==> config.mk <==
export PLATFORM = sky130hd
export DESIGN_NAME = mbps_sequencer
export DESIGN_NICKNAME = d
export VERILOG_FILES = /design/src/hw/mbps_pkg.sv /design/src/hw/mbps_sequencer.sv
export SDC_FILE = /design/constraint.sdc
export NUM_CORES = 1
export LEC_CHECK = 0
export ABC_AREA = 1
export BUFFER_PORTS_ARGS = -buffer_cell sky130_fd_sc_hd__buf_2
export CAP_MARGIN = 10
export CORE_AREA = 3 3 110 112
export CTS_BUF_LIST = sky130_fd_sc_hd__clkbuf_8
export DETAILED_ROUTE_END_ITERATION = 16
export DIE_AREA = 0 0 113 115
export GPL_TIMING_DRIVEN = 0
export HOLD_SLACK_MARGIN = 0.06
export PLACE_DENSITY_LB_ADDON = 0.25
export SLEW_MARGIN = 40
export SYNTH_ARGS = -nofsm -noshare
export SYNTH_HDL_FRONTEND = slang
export SYNTH_SLANG_ARGS = --single-unit
==> constraint.sdc <==
create_clock -name I_CLK_SYS -period 1.7 [get_ports I_CLK_SYS]
set_clock_uncertainty 0.05 [all_clocks]
set_input_delay 0.34 -clock I_CLK_SYS [delete_from_list [all_inputs] [get_ports I_CLK_SYS]]
set_output_delay 0.34 -clock I_CLK_SYS [all_outputs]
set_load 0.02 [all_outputs]
==> src/hw/mbps_pkg.sv <==
package mbps_pkg;
	localparam int unsigned CLK_HZ = 200_000_000;
	localparam int unsigned OFF_HOLD_S = 5;
	localparam int unsigned PRESCALE_CYC = CLK_HZ / 1000;
	localparam int unsigned OFF_HOLD_MS = OFF_HOLD_S * 1000;
	localparam int unsigned DEBOUNCE_CYC = 2000;
	localparam int unsigned SETTLE_CYC = 2000;
	localparam logic [2:0] MBPS_STRAP_CARD = 3'h4;
	localparam logic [2:0] MBPS_STRAP_SERIAL = 3'h6;
	localparam int unsigned MBPS_BIT_SEL_HI = 2;
	localparam int unsigned MBPS_BIT_REC = 3;
	localparam int unsigned MBPS_BIT_FAULT = 4;
	localparam int unsigned MBPS_BIT_RST = 5;
	localparam int unsigned MBPS_BIT_BTN = 6;
	localparam int unsigned MBPS_BIT_SUSP = 7;
	localparam logic [7:0] MBPS_SYNC_RST = 8'h6F;

	typedef enum logic [1:0]
	{
		MBPS_BOOT_FLASH = 2'b00,
		MBPS_BOOT_CARD = 2'b01,
		MBPS_BOOT_SERIAL = 2'b10
	} mbps_boot_t;

	typedef enum logic [2:0]
	{
		MBPS_ST_FAULT = 3'b000,
		MBPS_ST_CARRIER = 3'b001,
		MBPS_ST_SETTLE = 3'b010,
		MBPS_ST_RUN = 3'b011,
		MBPS_ST_SUSPEND = 3'b100,
		MBPS_ST_OFF = 3'b101
	} mbps_state_t;

	typedef struct packed
	{
		logic carrier_supply_enable;
		logic carrier_standby_n;
		logic reset_out_n;
		logic usb_download;
		mbps_boot_t boot_source;
	} mbps_out_t;
endpackage : mbps_pkg

==> src/hw/mbps_sequencer.sv <==
// Overview of operation
// - Decode three straps into flash, card, serial.
// - Low recovery input forces serial download.
// - Serial download takes image over primary USB.
// - Power circuits wait for fault release.
// - Then enable carrier supply and standby.
// - Finally release reset output and boot.
// - Carrier supply enable is active high.
// - Standby low signals suspend, core off.
// - External reset request low resets device.
// - Reset output held through sequencing.
// - Power button low requests wake.
// - Five-second button hold powers off.
module mbps_sequencer #(
	parameter int unsigned PRESCALE = mbps_pkg::PRESCALE_CYC,
	parameter int unsigned HOLD_TICKS = mbps_pkg::OFF_HOLD_MS,
	parameter int unsigned DEBOUNCE = mbps_pkg::DEBOUNCE_CYC,
	parameter int unsigned SETTLE = mbps_pkg::SETTLE_CYC
)
(
	// Clock and reset.
	input wire logic I_CLK_SYS,
	input wire logic I_RST_B,
	// Carrier pins.
	input wire logic [2:0] I_BOOT_SEL_N,
	input wire logic I_RECOVERY_FORCE_N,
	input wire logic I_INPUT_POWER_FAULT_N,
	input wire logic I_RESET_REQ_N,
	input wire logic I_POWER_BUTTON_N,
	input wire logic I_SUSPEND_REQ,
	// Module outputs.
	output logic O_POWER_CIRCUITS_EN,
	output logic O_CARRIER_SUPPLY_ENABLE,
	output logic O_CARRIER_STANDBY_N,
	output logic O_RESET_OUT_N,
	output logic O_USB_DOWNLOAD,
	output mbps_pkg::mbps_boot_t O_BOOT_SOURCE
);
	import mbps_pkg::*;

	typedef struct packed
	{
		logic [7:0] s1;
		logic [7:0] s2;
		mbps_state_t st;
		logic pwr_en;
		logic btn;
		logic [31:0] deb_cnt;
		logic [31:0] pre_cnt;
		logic [31:0] hold_cnt;
		logic [31:0] set_cnt;
		logic boot_latched;
		mbps_out_t out;
	} mbps_reg_t;

	mbps_reg_t r_q;
	mbps_reg_t r_d;

	// The fault stage starts low so that power stays off until a real sample of the pin
	// has passed both flip-flops; the button and reset request start at their idle level.
	localparam mbps_reg_t MBPS_REG_RST = '{
		s1: MBPS_SYNC_RST,
		s2: MBPS_SYNC_RST,
		st: MBPS_ST_FAULT,
		pwr_en: 1'b0,
		btn: 1'b1,
		deb_cnt: 32'h0,
		pre_cnt: 32'h0,
		hold_cnt: 32'h0,
		set_cnt: 32'h0,
		boot_latched: 1'b0,
		out: '{
			carrier_supply_enable: 1'b0,
			carrier_standby_n: 1'b0,
			reset_out_n: 1'b0,
			usb_download: 1'b0,
			boot_source: MBPS_BOOT_FLASH
		}
	};

	// Counters end one short of their limit because the count starts at zero.
	function automatic logic mbps_reached(input logic [31:0] cnt, input int unsigned limit);
		return (cnt >= limit - 1);
	endfunction : mbps_reached

	// Floating straps read high through pull-ups; ground reads low.
	// Codes that no rule names fall back to flash, the safe factory default.
	function automatic mbps_boot_t mbps_decode(input logic [2:0] sel, input logic rec_n);
		mbps_boot_t b;
		if (!rec_n)
		begin
			b = MBPS_BOOT_SERIAL;
		end
		else if (sel == MBPS_STRAP_SERIAL)
		begin
			b = MBPS_BOOT_SERIAL;
		end
		else if (sel == MBPS_STRAP_CARD)
		begin
			b = MBPS_BOOT_CARD;
		end
		else
		begin
			b = MBPS_BOOT_FLASH;
		end
		return b;
	endfunction : mbps_decode

	// Bit map of synchroniser stages: 0..2 straps, 3 recovery, 4 fault, 5 reset, 6 button, 7 suspend.
	// Only the second stage of each synchroniser is read by the logic below.
	logic [7:0] pins;
	logic [2:0] st_sel_n;
	logic st_rec_n;
	logic st_fault_n;
	logic st_rst_n;
	logic st_raw_btn_n;
	logic st_btn_n;
	logic st_susp;
	mbps_boot_t boot_now;

	assign pins = {I_SUSPEND_REQ, I_POWER_BUTTON_N, I_RESET_REQ_N, I_INPUT_POWER_FAULT_N,
		I_RECOVERY_FORCE_N, I_BOOT_SEL_N};
	assign st_sel_n = r_q.s2[MBPS_BIT_SEL_HI:0];
	assign st_rec_n = r_q.s2[MBPS_BIT_REC];
	assign st_fault_n = r_q.s2[MBPS_BIT_FAULT];
	assign st_rst_n = r_q.s2[MBPS_BIT_RST];
	assign st_raw_btn_n = r_q.s2[MBPS_BIT_BTN];
	assign st_btn_n = r_q.btn;
	assign st_susp = r_q.s2[MBPS_BIT_SUSP];

	// Decoded from synchronised pins only, so a strap moving mid-sample cannot split the latch.
	assign boot_now = mbps_decode(st_sel_n, st_rec_n);

	always_comb
	begin
		r_d = r_q;
		r_d.s1 = pins;
		r_d.s2 = r_q.s1;
		// Debounce: the filtered level moves only after the pin has disagreed long enough.
		// A pin that bounces restarts the wait, so only a steady level gets through.
		if (st_raw_btn_n == r_q.btn)
		begin
			r_d.deb_cnt = '0;
		end
		else if (mbps_reached(r_q.deb_cnt, DEBOUNCE))
		begin
			r_d.deb_cnt = '0;
			r_d.btn = st_raw_btn_n;
		end
		else
		begin
			r_d.deb_cnt = r_q.deb_cnt + 32'h1;
		end

		// Hold timing restarts whenever the button returns high.
		if (st_btn_n)
		begin
			r_d.pre_cnt = '0;
			r_d.hold_cnt = '0;
		end
		else if (mbps_reached(r_q.pre_cnt, PRESCALE))
		begin
			r_d.pre_cnt = '0;
			// The tick count saturates, so a very long press cannot wrap back to zero.
			if (r_q.hold_cnt < HOLD_TICKS)
			begin
				r_d.hold_cnt = r_q.hold_cnt + 32'h1;
			end
		end
		else
		begin
			r_d.pre_cnt = r_q.pre_cnt + 32'h1;
		end

		case (r_q.st)
			MBPS_ST_FAULT:
			begin
				r_d.pwr_en = 1'b0;
				r_d.out.carrier_supply_enable = 1'b0;
				r_d.out.carrier_standby_n = 1'b0;
				r_d.out.reset_out_n = 1'b0;
				r_d.boot_latched = 1'b0;
				// Power, carrier supply, standby and reset stay off while the input supply is reported bad.
				if (st_fault_n)
				begin
					r_d.pwr_en = 1'b1;
					r_d.st = MBPS_ST_CARRIER;
				end
			end
			MBPS_ST_CARRIER:
			begin
				// Both carrier outputs rise together one cycle after the power circuits.
				r_d.out.carrier_supply_enable = 1'b1;
				r_d.out.carrier_standby_n = 1'b1;
				r_d.set_cnt = '0;
				r_d.st = MBPS_ST_SETTLE;
			end
			MBPS_ST_SETTLE:
			begin
				// Reset stays low so carrier supplies can come up before boot.
				r_d.out.reset_out_n = 1'b0;
				if (mbps_reached(r_q.set_cnt, SETTLE))
				begin
					r_d.st = MBPS_ST_RUN;
					r_d.out.reset_out_n = 1'b1;
					// Straps are read once per sequence; later changes wait for a restart.
					if (!r_q.boot_latched)
					begin
						r_d.boot_latched = 1'b1;
						r_d.out.boot_source = boot_now;
						r_d.out.usb_download = (boot_now == MBPS_BOOT_SERIAL);
					end
				end
				else
				begin
					r_d.set_cnt = r_q.set_cnt + 32'h1;
				end
			end
			MBPS_ST_RUN:
			begin
				// Suspend is honoured only once booted; earlier it would strand the sequence.
				if (st_susp)
				begin
					r_d.out.carrier_standby_n = 1'b0;
					r_d.st = MBPS_ST_SUSPEND;
				end
			end
			MBPS_ST_SUSPEND:
			begin
				// Any filtered press wakes the module; the long-press timer runs alongside.
				if (!st_btn_n)
				begin
					r_d.out.carrier_standby_n = 1'b1;
					r_d.st = MBPS_ST_RUN;
				end
			end
			MBPS_ST_OFF:
			begin
				r_d.pwr_en = 1'b0;
				r_d.out.carrier_supply_enable = 1'b0;
				r_d.out.carrier_standby_n = 1'b0;
				r_d.out.reset_out_n = 1'b0;
				// Wake needs a fresh press, so the off hold itself cannot restart the module.
				if (!st_btn_n && r_q.hold_cnt == '0)
				begin
					r_d.st = MBPS_ST_FAULT;
				end
			end
			default:
			begin
				r_d.st = MBPS_ST_FAULT;
			end
		endcase

		// A long press wins over every state, suspend included, as the power-off is immediate.
		if (r_q.st != MBPS_ST_OFF && r_q.hold_cnt >= HOLD_TICKS)
		begin
			r_d.st = MBPS_ST_OFF;
			r_d.pwr_en = 1'b0;
			r_d.out.carrier_supply_enable = 1'b0;
			r_d.out.carrier_standby_n = 1'b0;
			r_d.out.reset_out_n = 1'b0;
		end

		// Reset request in any state, and loss of input power in any state but off, restart the whole sequence.
		if (!st_rst_n || (!st_fault_n && r_q.st != MBPS_ST_OFF))
		begin
			r_d.st = MBPS_ST_FAULT;
			r_d.out.reset_out_n = 1'b0;
			if (!st_fault_n)
			begin
				r_d.pwr_en = 1'b0;
				r_d.out.carrier_supply_enable = 1'b0;
				r_d.out.carrier_standby_n = 1'b0;
			end
		end
	end

	always_ff @(posedge I_CLK_SYS or negedge I_RST_B)
	begin
		if (!I_RST_B)
		begin
			r_q <= MBPS_REG_RST;
		end
		else
		begin
			r_q <= r_d;
		end
	end

	// Every output comes straight from a flip-flop, so the carrier never sees a glitch.
	assign O_POWER_CIRCUITS_EN = r_q.pwr_en;
	assign O_CARRIER_SUPPLY_ENABLE = r_q.out.carrier_supply_enable;
	assign O_CARRIER_STANDBY_N = r_q.out.carrier_standby_n;
	assign O_RESET_OUT_N = r_q.out.reset_out_n;
	assign O_USB_DOWNLOAD = r_q.out.usb_download;
	assign O_BOOT_SOURCE = r_q.out.boot_source;
endmodule : mbps_sequencer

==> flow_summary_export.csv, run 1 <==
group,metric,value,unit
timing,setup_slack,-26.3,ps
floorplanning,die_w,113,um
floorplanning,start_util,57.1,%
final_layout,fillCellCount,820,
floorplanning,num_rows,39,
routing,wl_per_cell,12.6,um
critical_path,rr_startpoint,"r_q[71]",
timing,worst_pin_slew,549,ps
timing,fin_crit_sh,102,%
place,dpl.hpwl,7.32,mm
worst_hold_path,whs_path_depth,0,
final_layout,area_growth_syn_to_layout,23.1,%
global_routing,first_global_vias,4619,
critical_path,r2r_cells,11,
power_and_ir_drop,power.leakage,3.77,nW
global_routing,antenna_found_initial,0,
clocking,numCtsBuffers,17,
final_layout,final_area,7950,um2
clocking,cts.sink_count,156,
final_layout,diodes,0,
critical_path,cp_max_fo,10,
place,placed_cells,877,
routing,first_pass_iters,6,
synthesis,synth.distinct_cells,42,
floorplanning,die-area,13000,um2
global_routing,grt_pass1_wl,20.2,mm
synthesis,yosys_warnings,0,
clocking,htreeDepth,4,
clocking,cts_root_buf,"clkbuf_8",
timing,relSlewSlack,63.4,%
timing,hold_viol,0,
clocking,cts_tree,"built",
worst_hold_path,min_from,"r_d[147]",
place,pre_cts_ws,-222,ps
final_layout,drive_above_1_share,21.7,%
critical_path,path_class,"reg -> reg",
floorplanning,core_area,11300,um2
critical_path,r2r_slack,-30,ps
timing,setup_viol,12,
routing,drc_errors,0,
routing,viasPerCell,4.97,
critical_path,worstPathArrival,2030,ps
flow_run,maxCapViolations,0,
timing,rsz0062_at_grt,"true",
timing,maxClockFrequency,579,MHz
global_routing,overflow,0,
critical_path,startpoint_type,"flop",
floorplanning,dieHeight,115,um
global_routing,track_usage,19.5,%
critical_path,crit_start,"r_q[71]",
synthesis,ys_ff_latch,156,
synthesis,synthesis.area,6460,um2
synthesis,synthCells,683,
routing,ant_nets,0,
synthesis,postSynthAreaPerCell,9.46,um2
power_and_ir_drop,power,7.47,mW
clocking,clk_pin_slew,90,ps
floorplanning,io_pins,17,
power_and_ir_drop,ir_drop,0.000710,V
critical_path,r2r-end,"r_q[44]",
critical_path,cp.required,2000,ps
status,violations,"negative setup slack",
final_layout,final_cells,942,
routing,drt_iter0_markers,361,
place,port_buffers,16,
global_routing,grt_max_degree,84,
worst_hold_path,hp-class,"reg -> reg",
final_layout,fin_util,70.2,%
timing,slew_violations,0,
synthesis,ys_seq_area_share,60.7,%
routing,wl,11.9,mm
clocking,cts_buffer_depth,2,
worst_hold_path,worstHoldEndpoint,"r_q[147]",
routing,dr_total_vias,4678,
clocking,clk_latency,460,ps
power_and_ir_drop,power.density,940,nW/um2
place,placed_area,6880,um2
timing,fin_crit,1730,ps
critical_path,end_kind,"flop",
status,status,"finished with violations",
final_layout,final_nets,801,
place,routabilityCongestion,0.894,
critical path, stage by stage (launching register included):
cell	delay, ps
dfrtp_1	410
ha_4	160
nand3_4	80
nor2_4	150
nor2_2	60
o211ai_2	160
nand2_2	90
nand2_4	100
nand2_8	80
buf_8	140
nand2_1	60
o21ai_1	60
layout make-up:
cell class / instances / area, um2 / share of cell area, %
Timing Repair Buffer: 50 / 418 / 5.26
Clock buffer: 18 / 248 / 3.12
Inverter: 86 / 330 / 4.16
Sequential cell: 156 / 3930 / 49.4
Tap cell: 143 / 179 / 2.25
Clock inverter: 14 / 196 / 2.47
Multi-Input combinational cell: 463 / 2530 / 31.8
Buffer: 12 / 125 / 1.57
metal layers:
layer  vias to the layer above  share of wire, %  wire [um]  global-route usage (%)
li1                       2306                 -          -                       -
met1                      2264                43       5160                    23.8
met2                        81                52       6130                    33.1
met3                        27               3.1        368                    5.58
met4                         0               2.1        245                    7.77
met5                         -                 0          0                       0
sequential cells by signal, indices dropped and copies added (netlist names):
register                 flops
st_btn_n                     1
O_RESET_OUT_N                1
r_d                          8
O_USB_DOWNLOAD               1
O_CARRIER_STANDBY_N          1
O_CARRIER_SUPPLY_ENABLE      1
O_POWER_CIRCUITS_EN          1
O_BOOT_SOURCE                2
r_q                        140
through the flow:
| step | hold slack [ps] | setup TNS (ps) |
|---|---|---|
| after floorplan | -5.59 | 0 |
| after global placement | 285 | -279400 |
| after detailed placement | 286 | -10920 |
| after CTS | 307 | -36.2 |
| after global routing | 322 | -5410 |
| final | 306 | -163 |
cell usage after synthesis:
cell type  count  area [um2]
o22ai_1        1        6.26
nand2_2        2        12.5
nor2b_1        1        6.26
o21ai_0       12        60.1
clkbuf_1       2        7.51
nor4_1         8        50.1
nand3_1       27         135
inv_1         83         312
nor3_2         6        60.1
buf_6          3        33.8
dfstp_2       13         342
dfrtp_1      143        3580
nand2_1      129         484
o2111ai_1      1        8.76
and3_4         1        11.3
nor2_1       138         518
nand3b_1       3        22.5
o211ai_1       2        15.0
buf_4          3        22.5
xor2_1        19         166
nand3_2        3        30.0
nand4_1        5        31.3
xnor2_1       11        96.3
o31ai_1        3        22.5
nor3_1        13        65.1
inv_2          2        7.51
or2_2          3        18.8
o21ai_1        8        40.0
a21o_1         2        15.0
conb_1         1        3.75
inv_6          1        8.76
nor2_4         2        22.5
buf_2          3        15.0
ha_1           5        62.6
buf_8          1        15.0
a31oi_1        5        31.3
nand2_4        3        33.8
a21oi_1       11        55.1
o211ai_2       1        12.5
nor2_2         1        6.26
o21a_1         1        7.51
and3_1         1        6.26
cells by family (layout without fill, tap and decap cells):
| kind of cell | count (synthesis) | after routing | share of synthesized area, % |
|---|---|---|---|
| simple gates | 346 | 346 | 23.4 |
| flops | 156 | 156 | 60.7 |
| buf+inv | 98 | 180 | 6.53 |
| compound gates | 47 | 47 | 4.24 |
| xor+xnor | 30 | 30 | 4.07 |
| fa+ha+maj | 5 | 5 | 0.969 |
| other cells | 1 | 35 | 0.0581 |
how the worst max path moves through the flow:
stage	end	slack, ps
final	r_q[44]	-30
after global routing	r_q[88]	-150
after CTS	r_q[43]	-10
after detailed placement	r_q[14]	-220
after global placement	r_q[133]	-1830
after floorplan	r_q[14]	40
placed cells by master (no fill, tap or decap), types with 4 or more instances in the layout:
| master | n |
|---|---|
| dfrtp_2 | 4 |
| a31oi_1 | 4 |
| o21ai_0 | 5 |
| dfrtp_1 | 139 |
| dfstp_2 | 13 |
| nor3_1 | 11 |
| dlygate4sd3_1 | 9 |
| clkbuf_8 | 18 |
| xor2_1 | 19 |
| nand2_1 | 117 |
| inv_8 | 4 |
| conb_1 | 35 |
| nor3_4 | 5 |
| nor2_1 | 125 |
| nor2_2 | 11 |
| nor2_4 | 5 |
| nor4_1 | 6 |
| nand3_2 | 5 |
| nand4_1 | 5 |
| inv_6 | 7 |
| buf_6 | 8 |
| nand3_1 | 23 |
| nand2_2 | 8 |
| buf_4 | 21 |
| xnor2_1 | 11 |
| o21ai_2 | 4 |
| buf_2 | 17 |
| inv_1 | 83 |
| o21ai_1 | 11 |
| buf_8 | 4 |
| a21oi_1 | 9 |
| nand2_4 | 7 |
report_power, final:
group	total (mW)	leakage [nW]	internal [mW]	switching, mW
logic	0.506	1.51	0.191	0.315
clock network	3.06	0.227	1.56	1.50
registers	3.90	2.03	3.83	0.0708
total	7.47	3.77	5.58	1.89
what timing repair did:
| action | CTS | global route |
|---|---|---|
| cloned | 1 | 1 |
| hold buffers | 9 | 0 |
| endpoints found under the setup margin | 80 | 101 |
| gates resized for setup | 22 | 73 |
| pin swaps | 9 | 18 |
| hold endpoints to repair | 78 | 0 |
| setup buffers | 14 | 8 |
No activity file was read; power rests on OpenSTA's default activity.
==> inputs of run 2 (changes only) <==
--- a/config.mk
+++ b/config.mk
@@ -8,10 +8,10 @@
 export ABC_AREA = 1
 export BUFFER_PORTS_ARGS = -buffer_cell sky130_fd_sc_hd__buf_2
 export CAP_MARGIN = 10
-export CORE_AREA = 3 3 110 112
+export CORE_AREA = 3 3 108 110
 export CTS_BUF_LIST = sky130_fd_sc_hd__clkbuf_8
 export DETAILED_ROUTE_END_ITERATION = 16
-export DIE_AREA = 0 0 113 115
+export DIE_AREA = 0 0 111 113
 export GPL_TIMING_DRIVEN = 0
 export HOLD_SLACK_MARGIN = 0.06
 export PLACE_DENSITY_LB_ADDON = 0.25
==> constraint.sdc (replaced) <==
create_clock -name I_CLK_SYS -period 2.2 [get_ports I_CLK_SYS]
set_clock_uncertainty 0.05 [all_clocks]
set_input_delay 0.44 -clock I_CLK_SYS [delete_from_list [all_inputs] [get_ports I_CLK_SYS]]
set_output_delay 0.44 -clock I_CLK_SYS [all_outputs]
set_load 0.02 [all_outputs]
==> run 2 against run 1 <==
Compared with the run above:
- the flow now finishes without violations
- maximum frequency decreased by 10%
- via count is 5.3% lower
- worst hold slack better by 2.5 ps
- critical path depth is 2 higher
- total power is 31% lower
- flip-flop and latch count is the same
- global-route usage decreased by 0.60 points
- critical endpoint is now r_q[138]
==> flow_summary_export.csv, run 2 (synthesis gave the netlist of run 1 again) <==
group,metric,value,unit
status,status,"finished clean",
power_and_ir_drop,intPower,3.86,mW
final_layout,final_area,7340,um2
place,dpl.hpwl,7.43,mm
clocking,cts_setup_buffers,0,
floorplanning,die_w,111,um
timing,maxClockFrequency,520,MHz
timing,hold_viol,0,
routing,ant_nets,0,
power_and_ir_drop,combPwrFrac,5.7,%
clocking,numCtsBuffers,17,
floorplanning,die-area,12500,um2
critical_path,critPathMostFrequentCell,"nand2_1",
place,port_buffers,16,
critical_path,end_kind,"flop",
critical_path,slowest_delay,420,ps
critical_path,worstPathArrival,2210,ps
place,routabilityCongestion,0.897,
routing,dr_total_vias,4431,
final_layout,area_growth_syn_to_layout,13.7,%
floorplanning,num_rows,38,
routing,first_pass_iters,5,
final_layout,final_nets,778,
clocking,htreeDepth,4,
power_and_ir_drop,pwr-share-clk,35.9,%
power_and_ir_drop,power.density,702,nW/um2
floorplanning,dieHeight,113,um
routing,wl,10.6,mm
place,placed_area,6910,um2
critical_path,timing.critical_path.buf_inv,0,
floorplanning,io_pins,17,
clocking,clk_pin_slew,80,ps
global_routing,overflow,0,
critical_path,cp_max_fo,5,
timing,finalHoldWorstSlack,308,ps
power_and_ir_drop,power,5.16,mW
power_and_ir_drop,power.leakage,3.50,nW
final_layout,drive_above_1_share,12.2,%
critical_path,cp_slowest_cell,"dfrtp_1",
timing,fin_crit_sh,87.4,%
flow_run,maxCapViolations,0,
global_routing,grt_max_degree,58,
power_and_ir_drop,ir_drop,0.000718,V
timing,tns,0,ps
final_layout,largest_reg_flops,140,
power_and_ir_drop,switchingPower,1.29,mW
timing,rsz0062_at_grt,"false",
critical_path,cp.required,2480,ps
global_routing,grt_pass1_wl,19.3,mm
critical_path,startpoint_type,"flop",
timing,fin_crit,1920,ps
clocking,cts_tree,"built",
routing,wl_per_cell,11.5,um
power_and_ir_drop,pwr-share-seq,58.4,%
worst_hold_path,hp-class,"reg -> reg",
final_layout,fillCellCount,822,
timing,slew_violations,0,
clocking,cts_buffer_depth,2,
critical_path,path_delay_family,"simple AND/OR/NAND/NOR gates",
clocking,clk_latency,440,ps
global_routing,track_usage,18.9,%
routing,drc_errors,0,
final_layout,final_cell_mix,"dfrtp_1 (143), nor2_1 (138), nand2_1 (129), inv_1 (86), conb_1 (35)",
clocking,cts.sink_count,156,
global_routing,first_global_vias,4477,
final_layout,largest-register,"r_q",
floorplanning,core_area,10800,um2
final_layout,final_common_cell,"dfrtp_1",
routing,viasPerCell,4.84,
critical_path,worstPathCellList,"ha_1 > nand3_1 > nand2_1 > nand3_1 > nand2_1 > nor2_1 > nand2_2 > nand2_1 > nand2_1 > nand2_1 > nand2_1 > nand2_1 > nor2_1",
timing,setup_viol,0,
critical_path,path_class,"reg -> reg",
clocking,cts_root_buf,"clkbuf_8",
power_and_ir_drop,swShare,25.1,%
global_routing,antenna_found_initial,0,
floorplanning,start_util,59.8,%
final_layout,diodes,0,
routing,drt_iter0_markers,255,
[run 2: changes by cell type in the layout (fill, tap and decap cells not counted), moves of 6 or more]
cell	previous run	this run
o21ai_0	5	12
nor2_2	11	1
nand2_1	117	129
nand2_2	8	2
buf_4	21	3
nor2_1	125	138
[run 2: power by group through the flow]
| stage | sequential [mW] | clock, mW | combinational [mW] |
|---|---|---|---|
| 3_5_place_dp | 3.07 | 0 | 0.282 |
| 3_3_place_gp | 3.06 | 0 | 0.258 |
| 5_1_grt | 3.02 | 2.05 | 0.338 |
| 6_report | 3.01 | 1.85 | 0.295 |
| 2_1_floorplan | 3.06 | 0 | 0.152 |
| 4_1_cts | 3.01 | 1.91 | 0.298 |
[run 2: area by class of cell]
| cell class | count | area (um2) | area share (%) |
|---|---|---|---|
| Tap cell | 140 | 175 | 2.39 |
| Clock inverter | 14 | 98.8 | 1.35 |
| Sequential cell | 156 | 3920 | 53.4 |
| Clock buffer | 18 | 248 | 3.37 |
| Buffer | 12 | 93.8 | 1.28 |
| Multi-Input combinational cell | 463 | 2240 | 30.6 |
| Timing Repair Buffer | 27 | 235 | 3.20 |
| Inverter | 86 | 328 | 4.46 |
[run 2: repair_timing]
item / 4_1_cts / 5_1_grt
setup endpoints to repair: 0 / 0
gates resized for setup: 0 / 0
endpoints found under the hold margin: 57 / 0
hold buffers: 9 / 0
[run 2: worst paths after layout]
path                            slack [ps]  endpoint     start  cells after the start
worst max-delay path                   280  r_q[138]    r_q[8]                     13
worst min-delay path                   310  r_q[141]  r_d[141]                      0
worst max register to register         280  r_q[138]    r_q[8]                     13
worst min register to register         310  r_q[141]  r_d[141]                      0
max in group asynchronous              720  r_q[143]   I_RST_B                      4
min in group asynchronous              450   r_q[77]   I_RST_B                      2
[run 2: layer usage]
metal | part of all wire, % | global-route usage, % | up-vias
li1 | - | - | 2254
met1 | 47 | 24.6 | 2110
met2 | 49 | 30.8 | 60
met3 | 3.5 | 5.61 | 7
met4 | 0.88 | 6.49 | 0
met5 | 0 | 0 | -
[run 2: through the flow]
step | cells | worst slack (ps) | util [%]
2_1_floorplan | 717 | 543 | -
5_1_grt | 916 | 29.4 | 68.0
3_3_place_gp | 873 | -1440 | 63.4
3_5_place_dp | 875 | 314 | 64.0
4_1_cts | 916 | 295 | 68.0
6_report | 916 | 276 | 68.0
[run 2: worst register-to-register path, cell delays in order (launching register included)]
cell	delay, ps
dfrtp_1	420
ha_1	230
nand3_1	160
nand2_1	70
nand3_1	70
nand2_1	70
nor2_1	150
nand2_2	130
nand2_1	80
nand2_1	80
nand2_1	140
nand2_1	70
nand2_1	60
nor2_1	40
